[src/gcr_pkg.sv]
// Package for the gyro control register bank.
// Assumes a single 40 MHz system clock domain.
package gcr_pkg;
	localparam logic [5:0] ADDR_ENDURANCE = 6'h00;
	localparam logic [5:0] ADDR_RATE_OUT  = 6'h04;
	localparam logic [5:0] ADDR_ANGLE_OUT = 6'h0E;
	localparam logic [5:0] ADDR_OFFSET    = 6'h10;
	localparam logic [5:0] ADDR_SCALE     = 6'h12;
	localparam logic [5:0] ADDR_ALM_THR1  = 6'h20;
	localparam logic [5:0] ADDR_ALM_THR2  = 6'h22;
	localparam logic [5:0] ADDR_ALM_PER1  = 6'h24;
	localparam logic [5:0] ADDR_ALM_PER2  = 6'h26;
	localparam logic [5:0] ADDR_ALARM_SOURCE_CONTROL  = 6'h28;
	localparam logic [5:0] ADDR_AUX_DAC   = 6'h30;
	localparam logic [5:0] ADDR_PIN_IO    = 6'h32;
	localparam logic [5:0] ADDR_MISC      = 6'h34;
	localparam logic [5:0] ADDR_SAMPLE_PERIOD_CONTROL  = 6'h36;
	localparam logic [5:0] ADDR_RANGE_FLT = 6'h38;
	localparam logic [5:0] ADDR_SLEEP     = 6'h3A;
	localparam logic [5:0] ADDR_STATUS    = 6'h3C;
	localparam logic [5:0] ADDR_COMMAND   = 6'h3E;
	localparam logic [5:0] ADDR_RSVD1_LO  = 6'h18;
	localparam logic [5:0] ADDR_RSVD1_HI  = 6'h1F;
	localparam logic [5:0] ADDR_RSVD2_LO  = 6'h2A;
	localparam logic [5:0] ADDR_RSVD2_HI  = 6'h2F;

	localparam int NUM_REGS  = 32;
	localparam int NV_WORDS  = 10;

	localparam logic [15:0] RST_OFFSET    = 16'h0000;
	localparam logic [15:0] RST_SCALE     = 16'h0800;
	localparam logic [15:0] RST_SAMPLE_PERIOD_CONTROL  = 16'h0001;
	localparam logic [15:0] RST_RANGE_FLT = 16'h0402;
	localparam logic [15:0] RST_ZERO      = 16'h0000;
	localparam logic [15:0] CAL_MASK      = 16'h0FFF;
	localparam logic [15:0] MISC_NV_MASK  = 16'hFF00;

	localparam int CMD_AUTO_NULL   = 0;
	localparam int CMD_FACTORY     = 1;
	localparam int CMD_DAC_LATCH   = 2;
	localparam int CMD_FLASH_UPD   = 3;
	localparam int CMD_SOFT_RESET  = 7;

	localparam int FRAME_BITS   = 16;
	localparam int FLASH_MS     = 50;
	localparam int CLK_HZ       = 40_000_000;
	localparam int FLASH_CYCLES = FLASH_MS * (CLK_HZ / 1000);

	typedef struct packed {
		logic       valid;
		logic       write;
		logic [5:0] addr;
		logic [7:0] data;
	} gcr_frame_s;

	typedef enum logic [1:0] {
		GCR_IDLE,
		GCR_LOAD,
		GCR_STORE
	} gcr_nv_e;
endpackage

[src/gcr_spi_frame.sv]
// Serial frame receiver and transmitter for the register bank.
// Assumes mode 3 SPI pins from the host; all pins are resynchronised to clk_sys.
`timescale 1ns/100ps
`default_nettype none
module gcr_spi_frame (
	input  wire logic               clk_sys,
	input  wire logic               rst,
	input  wire logic               cs_n,
	input  wire logic               sclk,
	input  wire logic               din,
	input  wire logic [15:0]        tx_word,
	output gcr_pkg::gcr_frame_s     frame,
	output logic                    dout,
	output logic                    dout_oe_n
);
	logic [1:0]  cs_sync_q, sclk_sync_q, din_sync_q;
	logic        sclk_prev_q;
	logic [15:0] rx_q, tx_q;
	logic [4:0]  cnt_q;
	wire  cs_act  = ~cs_sync_q[1];
	wire  rise    = sclk_sync_q[1] & ~sclk_prev_q;
	wire  fall    = ~sclk_sync_q[1] & sclk_prev_q;
	wire  last    = rise && (cnt_q == 5'(gcr_pkg::FRAME_BITS - 1));
	wire  [15:0] rx_full = {rx_q[14:0], din_sync_q[1]};

	always_ff @(posedge clk_sys) begin
		cs_sync_q   <= {cs_sync_q[0], cs_n};
		sclk_sync_q <= {sclk_sync_q[0], sclk};
		din_sync_q  <= {din_sync_q[0], din};
		sclk_prev_q <= sclk_sync_q[1];
	end

	always_ff @(posedge clk_sys) begin
		if (rst || !cs_act) begin
			cnt_q <= '0;
			rx_q  <= '0;
			tx_q  <= tx_word;
			frame <= '0;
		end else begin
			frame <= '0;
			if (rise) begin
				rx_q  <= rx_full;
				cnt_q <= cnt_q + 5'd1;
			end
			// The first falling edge only launches bit 15, which already stands on dout
			if (fall && cnt_q != 5'd0)
				tx_q <= {tx_q[14:0], 1'b0};
			if (last) begin
				// Bit 15 set means a write clear means a read request
				frame.valid <= 1'b1;
				frame.write <= rx_full[15];
				frame.addr  <= rx_full[13:8];
				frame.data  <= rx_full[7:0];
			end
		end
	end

	assign dout      = tx_q[15];
	assign dout_oe_n = ~cs_act;
endmodule
`default_nettype wire

[src/gcr_regs.sv]
// Control register bank of a rate gyro with global commands and flash copy.
// Assumes host is SPI master; flash array is modelled as an on-chip word array.
`timescale 1ns/100ps
`default_nettype none
module gcr_regs #(
	parameter int FLASH_CYCLES = gcr_pkg::FLASH_CYCLES
) (
	input  wire logic               clk_sys,
	input  wire logic               rst,
	input  wire logic               cs_n,
	input  wire logic               sclk,
	input  wire logic               din,
	output logic                    dout,
	output logic                    dout_oe_n,
	input  wire logic signed [13:0] raw_rate,
	input  wire logic        [15:0] status_in,
	output logic signed [13:0]      cal_rate,
	output logic                    angle_clear,
	output logic        [11:0]      dac_latch_q,
	output logic        [15:0]      alarm1_threshold,
	output logic        [15:0]      alarm2_threshold,
	output logic        [15:0]      alarm1_sample_period,
	output logic        [15:0]      alarm2_sample_period,
	output logic        [15:0]      alarm_source_control,
	output logic        [15:0]      pin_io_control,
	output logic        [15:0]      misc_control,
	output logic        [15:0]      sample_period_control,
	output logic        [15:0]      range_and_filter_control,
	output logic        [15:0]      sleep_duration,
	output logic                    flash_busy
);
	// Word array indexed by address bits 5:1; unused slots are optimised away
	logic [15:0] regs_q [gcr_pkg::NUM_REGS];
	logic [15:0] flash_q [gcr_pkg::NV_WORDS];
	logic [15:0] endurance_q;
	logic [15:0] tx_q;
	logic [31:0] busy_cnt_q;
	logic [3:0]  nv_idx_q;
	logic        soft_rst_q;
	// Low only from configuration until the first reload ends; marks the cold start
	logic        powered_q = 1'b0;
	gcr_pkg::gcr_nv_e   nv_q;
	gcr_pkg::gcr_frame_s frame;

	gcr_spi_frame u_spi (
		.clk_sys   (clk_sys),
		.rst       (rst),
		.cs_n      (cs_n),
		.sclk      (sclk),
		.din       (din),
		.tx_word   (tx_q),
		.frame     (frame),
		.dout      (dout),
		.dout_oe_n (dout_oe_n)
	);

	wire       int_rst = rst | soft_rst_q;
	wire [4:0] widx    = frame.addr[5:1];
	wire       hi_byte = frame.addr[0];
	wire       wr      = frame.valid & frame.write;
	wire       is_cmd  = (frame.addr[5:1] == gcr_pkg::ADDR_COMMAND[5:1]);
	wire       is_stat = (frame.addr[5:1] == gcr_pkg::ADDR_STATUS[5:1]);
	wire       rsvd    = (frame.addr >= gcr_pkg::ADDR_RSVD1_LO && frame.addr <= gcr_pkg::ADDR_RSVD1_HI)
	                   || (frame.addr >= gcr_pkg::ADDR_RSVD2_LO
	                   && frame.addr <= gcr_pkg::ADDR_RSVD2_HI);
	wire       mapped  = (frame.addr >= gcr_pkg::ADDR_OFFSET) && !rsvd;
	wire       reg_wr  = wr && mapped && !is_cmd && !is_stat;
	// Low byte of command word carries every trigger bit
	wire       cmd_ok  = wr && is_cmd && !hi_byte && !flash_busy;
	wire [7:0] cmd     = cmd_ok ? frame.data : 8'h00;
	wire       do_null = cmd[gcr_pkg::CMD_AUTO_NULL];
	wire       do_fact = cmd[gcr_pkg::CMD_FACTORY];
	wire       do_dac  = cmd[gcr_pkg::CMD_DAC_LATCH];
	wire       do_fl   = cmd[gcr_pkg::CMD_FLASH_UPD] | do_null | do_fact;
	wire       do_srst = cmd[gcr_pkg::CMD_SOFT_RESET];

	// Nonvolatile word slots in flash order
	function automatic logic [4:0] nv_slot(input logic [3:0] i);
		logic [5:0] a;
		a = gcr_pkg::ADDR_OFFSET;
		case (i)
			4'h0: a = gcr_pkg::ADDR_OFFSET;
			4'h1: a = gcr_pkg::ADDR_SCALE;
			4'h2: a = gcr_pkg::ADDR_ALM_THR1;
			4'h3: a = gcr_pkg::ADDR_ALM_THR2;
			4'h4: a = gcr_pkg::ADDR_ALM_PER1;
			4'h5: a = gcr_pkg::ADDR_ALM_PER2;
			4'h6: a = gcr_pkg::ADDR_ALARM_SOURCE_CONTROL;
			4'h7: a = gcr_pkg::ADDR_MISC;
			4'h8: a = gcr_pkg::ADDR_SAMPLE_PERIOD_CONTROL;
			4'h9: a = gcr_pkg::ADDR_RANGE_FLT;
			default: a = gcr_pkg::ADDR_OFFSET;
		endcase
		return a[5:1];
	endfunction

	function automatic logic [15:0] reset_val(input logic [4:0] w);
		logic [15:0] v;
		v = gcr_pkg::RST_ZERO;
		if (w == gcr_pkg::ADDR_SCALE[5:1])
			v = gcr_pkg::RST_SCALE;
		else if (w == gcr_pkg::ADDR_SAMPLE_PERIOD_CONTROL[5:1])
			v = gcr_pkg::RST_SAMPLE_PERIOD_CONTROL;
		else if (w == gcr_pkg::ADDR_RANGE_FLT[5:1])
			v = gcr_pkg::RST_RANGE_FLT;
		return v;
	endfunction

	// y = m*x + b, m has 11 fractional bits
	wire signed [26:0] prod     = raw_rate * $signed({1'b0, regs_q[gcr_pkg::ADDR_SCALE[5:1]][11:0]});
	wire signed [15:0] scaled   = 16'(prod >>> 11);
	wire signed [15:0] bias     = 16'($signed(regs_q[gcr_pkg::ADDR_OFFSET[5:1]][11:0]));
	wire signed [15:0] sum      = scaled + bias;
	wire signed [15:0] neg_rate = -16'(raw_rate);
	wire        [15:0] null_off = neg_rate & gcr_pkg::CAL_MASK;

	always_ff @(posedge clk_sys) begin
		cal_rate <= 14'(sum);
	end

	// Register file: reset defaults, then flash reload, commands and bytes
	for (genvar w = 0; w < gcr_pkg::NUM_REGS; w++) begin : g_reg
		wire is_off = (5'(w) == gcr_pkg::ADDR_OFFSET[5:1]);
		wire is_scl = (5'(w) == gcr_pkg::ADDR_SCALE[5:1]);
		wire is_msc = (5'(w) == gcr_pkg::ADDR_MISC[5:1]);
		wire cal    = is_off | is_scl;
		always_ff @(posedge clk_sys) begin
			if (int_rst) begin
				regs_q[w] <= reset_val(5'(w));
			end else if (nv_q == gcr_pkg::GCR_LOAD && nv_slot(nv_idx_q) == 5'(w)) begin
				if (is_msc)
					regs_q[w] <= (flash_q[nv_idx_q] & gcr_pkg::MISC_NV_MASK)
					           | (regs_q[w] & ~gcr_pkg::MISC_NV_MASK);
				else
					regs_q[w] <= flash_q[nv_idx_q];
			end else if (do_fact && cal) begin
				regs_q[w] <= is_scl ? gcr_pkg::RST_SCALE : gcr_pkg::RST_OFFSET;
			end else if (do_null && is_off) begin
				regs_q[w] <= null_off;
			end else if (reg_wr && widx == 5'(w)) begin
				if (hi_byte)
					regs_q[w][15:8] <= cal ? 8'(frame.data[3:0]) : frame.data;
				else
					regs_q[w][7:0] <= frame.data;
			end
		end
	end

	// Flash: reloaded after every reset, stored on update; survives soft reset
	always_ff @(posedge clk_sys) begin
		if (rst && !powered_q) begin
			// Cold start: clear the count, then reload once reset is released
			nv_q        <= gcr_pkg::GCR_LOAD;
			nv_idx_q    <= '0;
			busy_cnt_q  <= '0;
			endurance_q <= '0;
			powered_q   <= 1'b0;
		end else if (int_rst) begin
			nv_q     <= gcr_pkg::GCR_LOAD;
			nv_idx_q <= '0;
		end else begin
			case (nv_q)
				gcr_pkg::GCR_IDLE: begin
					powered_q <= 1'b1;
					if (do_fl) begin
						nv_q       <= gcr_pkg::GCR_STORE;
						nv_idx_q   <= '0;
						busy_cnt_q <= 32'(FLASH_CYCLES);
					end
				end
				gcr_pkg::GCR_LOAD: begin
					nv_idx_q <= nv_idx_q + 4'd1;
					if (nv_idx_q == 4'(gcr_pkg::NV_WORDS - 1))
						nv_q <= gcr_pkg::GCR_IDLE;
				end
				gcr_pkg::GCR_STORE: begin
					if (nv_idx_q < 4'(gcr_pkg::NV_WORDS)) begin
						flash_q[nv_idx_q] <= regs_q[nv_slot(nv_idx_q)];
						nv_idx_q          <= nv_idx_q + 4'd1;
					end
					busy_cnt_q <= busy_cnt_q - 32'd1;
					if (busy_cnt_q == 32'd1) begin
						nv_q        <= gcr_pkg::GCR_IDLE;
						endurance_q <= endurance_q + 16'd1;
					end
				end
				default: nv_q <= gcr_pkg::GCR_IDLE;
			endcase
		end
	end

	// Self-clearing one-shot reset pulse
	always_ff @(posedge clk_sys) begin
		if (rst)
			soft_rst_q <= 1'b0;
		else
			soft_rst_q <= do_srst;
	end

	always_ff @(posedge clk_sys) begin
		if (int_rst) begin
			dac_latch_q <= '0;
			angle_clear <= 1'b0;
		end else begin
			angle_clear <= do_null;
			if (do_dac)
				dac_latch_q <= regs_q[gcr_pkg::ADDR_AUX_DAC[5:1]][11:0];
		end
	end

	// Read data for the next frame; either byte address reads the whole word
	wire [15:0] rd_word =
		(frame.addr[5:1] == gcr_pkg::ADDR_ENDURANCE[5:1]) ? endurance_q :
		is_stat ? status_in :
		(is_cmd || !mapped) ? 16'h0000 : regs_q[widx];

	always_ff @(posedge clk_sys) begin
		if (int_rst)
			tx_q <= '0;
		else if (frame.valid && !frame.write)
			tx_q <= rd_word;
	end

	assign flash_busy               = (nv_q != gcr_pkg::GCR_IDLE);
	assign alarm1_threshold         = regs_q[gcr_pkg::ADDR_ALM_THR1[5:1]];
	assign alarm2_threshold         = regs_q[gcr_pkg::ADDR_ALM_THR2[5:1]];
	assign alarm1_sample_period     = regs_q[gcr_pkg::ADDR_ALM_PER1[5:1]];
	assign alarm2_sample_period     = regs_q[gcr_pkg::ADDR_ALM_PER2[5:1]];
	assign alarm_source_control     = regs_q[gcr_pkg::ADDR_ALARM_SOURCE_CONTROL[5:1]];
	assign pin_io_control           = regs_q[gcr_pkg::ADDR_PIN_IO[5:1]];
	assign misc_control             = regs_q[gcr_pkg::ADDR_MISC[5:1]];
	assign sample_period_control    = regs_q[gcr_pkg::ADDR_SAMPLE_PERIOD_CONTROL[5:1]];
	assign range_and_filter_control = regs_q[gcr_pkg::ADDR_RANGE_FLT[5:1]];
	assign sleep_duration           = regs_q[gcr_pkg::ADDR_SLEEP[5:1]];
endmodule
`default_nettype wire

[config.mk]
export PLATFORM = sky130hd
export DESIGN_NAME = gcr_regs
export DESIGN_NICKNAME = d
export VERILOG_FILES = /design/src/gcr_pkg.sv /design/src/gcr_spi_frame.sv /design/src/gcr_regs.sv
export SDC_FILE = /design/constraint.sdc
export NUM_CORES = 2
export LEC_CHECK = 0
export BUFFER_PORTS_ARGS = -buffer_cell sky130_fd_sc_hd__buf_2
export CAP_MARGIN = 20
export CELL_PAD_IN_SITES_DETAIL_PLACEMENT = 1
export CELL_PAD_IN_SITES_GLOBAL_PLACEMENT = 2
export CORE_UTILIZATION = 25
export CTS_CLUSTER_SIZE = 10
export DETAILED_ROUTE_END_ITERATION = 12
export PLACE_DENSITY_LB_ADDON = 0.1
export SLEW_MARGIN = 10
export SYNTH_ARGS = -nofsm -noshare
export SYNTH_HDL_FRONTEND = slang
export SYNTH_SLANG_ARGS = --single-unit
export TNS_END_PERCENT = 5
[constraint.sdc]
create_clock -name clk_sys -period 10 [get_ports clk_sys]
set_input_delay 1 -clock clk_sys [delete_from_list [all_inputs] [get_ports clk_sys]]
set_output_delay 1 -clock clk_sys [all_outputs]
set_load 0.1 [all_outputs]
# == Word-level counts from Yosys, hierarchy flattened ==
# Memory sizes are Yosys's and may differ from the RTL's. A register that Yosys moved wholly into a read port is not among the register bits.
# Cells that the tools add are included.
# classes
add_sub_neg,6
multipliers,1
div_mod_pow,0
order_cmp,6
n_eq_ne,71
shifts,0
mux,599
n_bitwise,111
n_reduce_logical,104
# ops
cell,count
$mux W16,41
$mux W8,64
$mux W1,379
$mux W4,71
$mux W6,36
$eq A5 B5 Y1 const B,32
$or A1 B1 Y1,102
$eq A5 B4 Y1 const B,17
$logic_and A1 B1 Y1,77
$pmux W32 S2,1
$eq A5 B3 Y1 const B,8
$eq A32 B1 Y1 const B,1
$mux W32,1
$sub A32 B1 Y32 const B,1
$mul A14 B13 Y25,1
$eq A5 B2 Y1 const B,4
$add A16 B1 Y16 const B,1
$or A16 B8 Y16,1
$add A14 B12 Y14,1
$ge A6 B5 Y1 const B,2
$neg A12 Y12,1
$pmux W4 S3,1
$reduce_and A3 Y1,4
$eq A5 B1 Y1 const B,2
other kinds (25),49
# word_totals
ff_bits,146
latch_bits,0
mem_bits_rw,672
mem_bits_ro,2640
inputBits,35
output_inout_bits,190
elab_cells,953
memories,35
# mem_list
name,depth,width,read_ports,rd_ports_with_merged_regs,wr,line,text
regs_q,32,16,15,2,32,gcr_regs.sv:33,logic [15:0] regs_q [gcr_pkg::NUM_REGS];
flash_q,10,16,1,1,1,gcr_regs.sv:34,logic [15:0] flash_q [gcr_pkg::NV_WORDS];
(name not given),16,5,1,1,0,gcr_regs.sv:81,case (i)
(name not given),16,5,1,1,0,gcr_regs.sv:81,
(name not given),16,5,1,1,0,gcr_regs.sv:81,
(name not given),16,5,1,1,0,gcr_regs.sv:81,
29 more memories,-,-,-,-,-,-,

# == Longest topological paths before layout ==
# depth
word_depth,16
ltp_mapped,28

# == Modules after synthesis ==
# Synthesis repeated with hierarchy kept, for this count alone.
# unflattened
cells_unflattened,3602
hier_area_um2,46877.5
# by_module_without_submodules
mod,instances,cells_per_inst,area_per_inst_um2,seq_area_each_um2
gcr_regs,1,3397,44818.0,22341.4
gcr_spi_frame,1,205,2059.5,1341.3

# == Worst setup path after synthesis ==
# OpenSTA, ideal clock, no wires.
# synth_timing
kind,input port to flip-flop
startpoint,in raw_rate[7]
endpoint,reg cal_rate[13]
arrival_ps,7201
t_required_ps,9878
setup_slack_ps,2676
path_stages,28
n_path_buf,2
cell_sequence,clkbuf_1 clkbuf_1 and2_1 fa_1 inv_1 fa_1 inv_1 fa_1 fa_1 inv_1 fa_1 inv_1 ha_1 nand3_1 a21oi_1 a311oi_1 o21bai_1 a21oi_1 or4b_2 o2111ai_1 ha_1 o21ai_0 nor2_1 o41ai_1 o21ai_0 o41ai_1 o21ai_0 xnor2_1
# synth_via
elab_chain_len,2
# synth_lines
element,line,text
from (decl),gcr_regs.sv:15,"input wire logic signed [13:0] raw_rate,"
$mul A14 B13 Y25,gcr_regs.sv:110,"wire signed [26:0] prod = raw_rate * $signed({1'b0, regs_q[gcr_pkg::ADDR_SCALE[5:1]][11:0]});"
$add A14 B12 Y14,gcr_regs.sv:113,wire signed [15:0] sum = scaled + bias;
named net sum[13],gcr_regs.sv:113,
to (signal assigned),gcr_regs.sv:118,cal_rate <= 14'(sum);
to (decl),gcr_regs.sv:17,"output logic signed [13:0] cal_rate,"
# The timed path passes the listed nets, and every way through them passes these cells.
# A chain may end at the register's enable or synchronous reset.

==> results.py <==
metrics = {
    "status": {
        "outcome": "complete, no violations",
    },
    "yosys": {
        "synthesis.area_um2": 47100,
        "syn_nets": 4032,
        "synth-seq-cells": 839,
        "syn_avg_cell_area_um2": 12.5,
        "ys_seq_area_frac": 0.503,
        "synth-async-reset-ratio": 0,
        "yosys.area.top_type_share": 0.439,
        "synthFlopType": "edfxtp_1",
        "synth_top_cell_by_area": "edfxtp_1",
        "synth_edf_count": 688,
        "ys_types": 71,
        "ys_top_cells_by_area": "edfxtp_1 (44%), mux4_2 (16%), dfxtp_1 (6.4%)",
        "ys_warn_count": 0,
        "netlist_instances": 3764,
    },
    "clock_network": {
        "cts_resized": 0,
        "htreeDepth": 3,
        "clock-sinks": 839,
        "cts_setup_buffers": 0,
        "ctsHoldBuffers": 0,
        "clk_latency_ns": 0.75,
        "cts_root_buffer": "clkbuf_16",
        "cts_tree": "yes",
        "clk_path_buf_depth": 3,
        "cts_made_buffers": 106,
        "clkTransAtPathRegs_ns": 0.06,
    },
    "finish": {
        "multiInputGateArea_um2": 21700,
        "regArea_um2": 23700,
        "fillers": 20200,
        "layout_commonest_cell": "edfxtp_1",
        "area_delta_synth_final_pct": 16.3,
        "finalNetCount": 4209,
        "drive_above_1_share": 0.229,
        "final_area_um2": 54800,
        "most-common-layout-cells": "edfxtp_1 (688), nand2_1 (495), nor2_1 (394)",
    },
    "timing": {
        "tightest_slew_ns": 1.15,
        "max-slew-margin-rel": 0.231,
        "fin_tns_setup_ns": 0,
        "finalHoldViolations": 0,
        "fin_skew_ns": 0.0744,
        "final-setup-viol-count": 0,
        "max_freq_mhz": 128,
        "fin_crit_ns": 7.80,
        "fin_ws_ns": 2.20,
        "rsz0062_at_grt": "false",
        "drv_slew": 0,
        "finalCritPeriodShare": 0.780,
    },
    "grt": {
        "antenna_found_initial": 11,
        "track_usage": 0.202,
        "grt.overflow.total": 0,
        "use_met3": 0.0231,
        "grt_pass1_wl_mm": 273,
        "grt.met1_usage": 0.280,
        "grtUsageMet2": 0.335,
        "grt.busiest_layer": "met2",
        "grt_pass1_vias": 33900,
        "grt_max_degree": 75,
    },
    "detailed_routing": {
        "drc": 0,
        "drt-initial-drc-count": 2332,
        "wl_mm": 193,
        "vias": 32200,
        "drtAntennaViolNets": 0,
        "wire_per_inst_um": 29.7,
        "vias_per_cell": 4.96,
        "dr.pass1.iters": 7,
    },
    "critical_path": {
        "max_stage_delay_ns": 0.73,
        "cp_top_family": "compound AO/OA/AOI/OAI gates",
        "cp-end-kind": "register",
        "required_ns": 10.63,
        "startpoint": "regs_q[9][2]$_DFFE_PP_",
        "critPathBufInv": 2,
        "cp.arrival_ns": 8.43,
        "path_cells": "and2_1 -> fa_1 -> inv_1 -> fa_1 -> inv_1 -> fa_1 -> fa_1 -> fa_1 -> ha_1 -> a21oi_1 -> a21boi_0 -> a311oi_1 -> o21bai_1 -> a21oi_1 -> or4b_2 -> o2111ai_1 -> ha_1 -> o41ai_1 -> o21ai_0 -> o41ai_1 -> o21ai_0 -> xnor2_1",
        "crit_fanout": 11,
        "setup.worst_path.start_class": "register",
        "cp_slowest_cell": "o41ai_1",
        "r2r_start": "regs_q[9][2]$_DFFE_PP_",
        "crit_type": "register to register",
        "crit_top_cell": "fa_1",
    },
    "placement": {
        "finalWeightedCongestion": 0.815,
        "pre_cts_slack_ns": 1.61,
        "io_buffers": 224,
        "placed_cell_area_um2": 51400,
        "hpwlAfterDp_mm": 141,
    },
    "floorplanning": {
        "start_util": 0.253,
        "placementRows": 158,
        "die_area_um2": 190000,
        "pin_count": 225,
        "die_w_um": 436,
        "die_h_um": 436,
        "coreArea_um2": 186000,
    },
    "min_path": {
        "hp-start": "u_spi.sclk_sync_q[0]$_DFF_P_",
        "hp-class": "register to register",
    },
    "run": {
        "drv_cap": 0,
    },
    "power": {
        "ir_drop_mv": 0.570,
        "power.leakage_uw": 0.0200,
        "power_density_nw_per_um2": 383,
    },
}
[metal layers]
metal / part of all wire / up-vias
met5: 0 / -
met4: 0.022 / 0
met3: 0.040 / 174
met2: 0.48 / 797
met1: 0.45 / 17300
li1: - / 14000
[synthesized netlist by cell type, types with 16 or more instances]
cell and number:
mux2i_1 32, clkbuf_1 231, edfxtp_1 688, nor3_1 27, xnor2_1 55, fa_1 150, nor2_1 395, nor2b_1 17
o21ai_0 286, xor2_1 40, nand2b_1 19, a21oi_1 66, nand3_1 26, o211a_1 16, and3_1 19, dfxtp_1 151
and2_1 113, ha_1 83, mux2_2 34, nand2_1 495, a221oi_1 18, mux4_2 339, inv_1 228, buf_1 28
or3_1 21, buf_2 19
[cell families (layout without fill, tap and decap cells)]
group,Yosys count,in the layout,synth area share
other cells,0,3,0
xor+xnor,95,95,0.0177
fa+ha+maj,233,233,0.0858
flops,839,839,0.503
simple gates,1209,1209,0.116
compound gates,474,474,0.0589
mux,405,405,0.177
buf+inv,509,764,0.0413
[cell type report]
cell class,count,share of cell area
Sequential cell,839,0.433
Multi-Input combinational cell,2416,0.396
Tap cell,2480,0.0566
Clock buffer,156,0.0531
Timing Repair Buffer,349,0.0381
Inverter,229,0.0157
Clock inverter,30,0.00724
Antenna cell,3,0.000137
[metrics by stage]
stage          hold WS (ns)   util  total power (uW)  std cells
2_1_floorplan         0.310      -             13700       3764
3_3_place_gp          0.310  0.276             17500       6307
3_5_place_dp          0.314  0.276             17400       6310
4_1_cts               0.276  0.294             21300       6496
5_1_grt               0.304  0.294             22700       6499
6_report              0.330  0.294             21000       6502
[worst reg2reg max path, stage by stage, from the launching register on]
cell and delay, ns:
edfxtp_1 0.66, and2_1 0.31, fa_1 0.50, inv_1 0.05, fa_1 0.47, inv_1 0.05
fa_1 0.49, fa_1 0.57, fa_1 0.41, ha_1 0.32, a21oi_1 0.18, a21boi_0 0.11
a311oi_1 0.68, o21bai_1 0.20, a21oi_1 0.38, or4b_2 0.20, o2111ai_1 0.12, ha_1 0.26
o41ai_1 0.73, o21ai_0 0.26, o41ai_1 0.43, o21ai_0 0.17, xnor2_1 0.14
[worst paths after layout]
path,to,slack (ns),cells past startpoint
setup / recovery,cal_rate[13]$_DFF_P_,2.20,22
hold / removal,u_spi.sclk_sync_q[1]$_DFF_P_,0.33,0
setup reg to reg,cal_rate[13]$_DFF_P_,2.20,22
hold reg to reg,u_spi.sclk_sync_q[1]$_DFF_P_,0.33,0
[power breakdown]
group / switching, uW / total [uW] / leakage, uW / internal, uW
Clock: 1610 / 3730 / 0.00158 / 2120
Sequential: 305 / 4660 / 0.00815 / 4360
Combinational: 7620 / 12600 / 0.0103 / 4990
Total: 9540 / 21000 / 0.0200 / 11500
[sequential cells by signal (all words and copies together), names as in the netlist, named ones only]
name / count
regs_q: 512
flash_q: 160
busy_cnt_q: 32
endurance_q: 16
tx_q: 16
u_spi.frame: 16
u_spi.tx_q: 16
u_spi.rx_q: 15
cal_rate: 14
dac_latch_q: 12
u_spi.cnt_q: 5
nv_idx_q: 4
nv_q: 2
u_spi.cs_sync_q: 2
u_spi.din_sync_q: 2
u_spi.sclk_sync_q: 2
angle_clear: 1
powered_q: 1
soft_rst_q: 1
u_spi.sclk_prev_q: 1
Note: power is estimated with default switching activity, not from simulation.
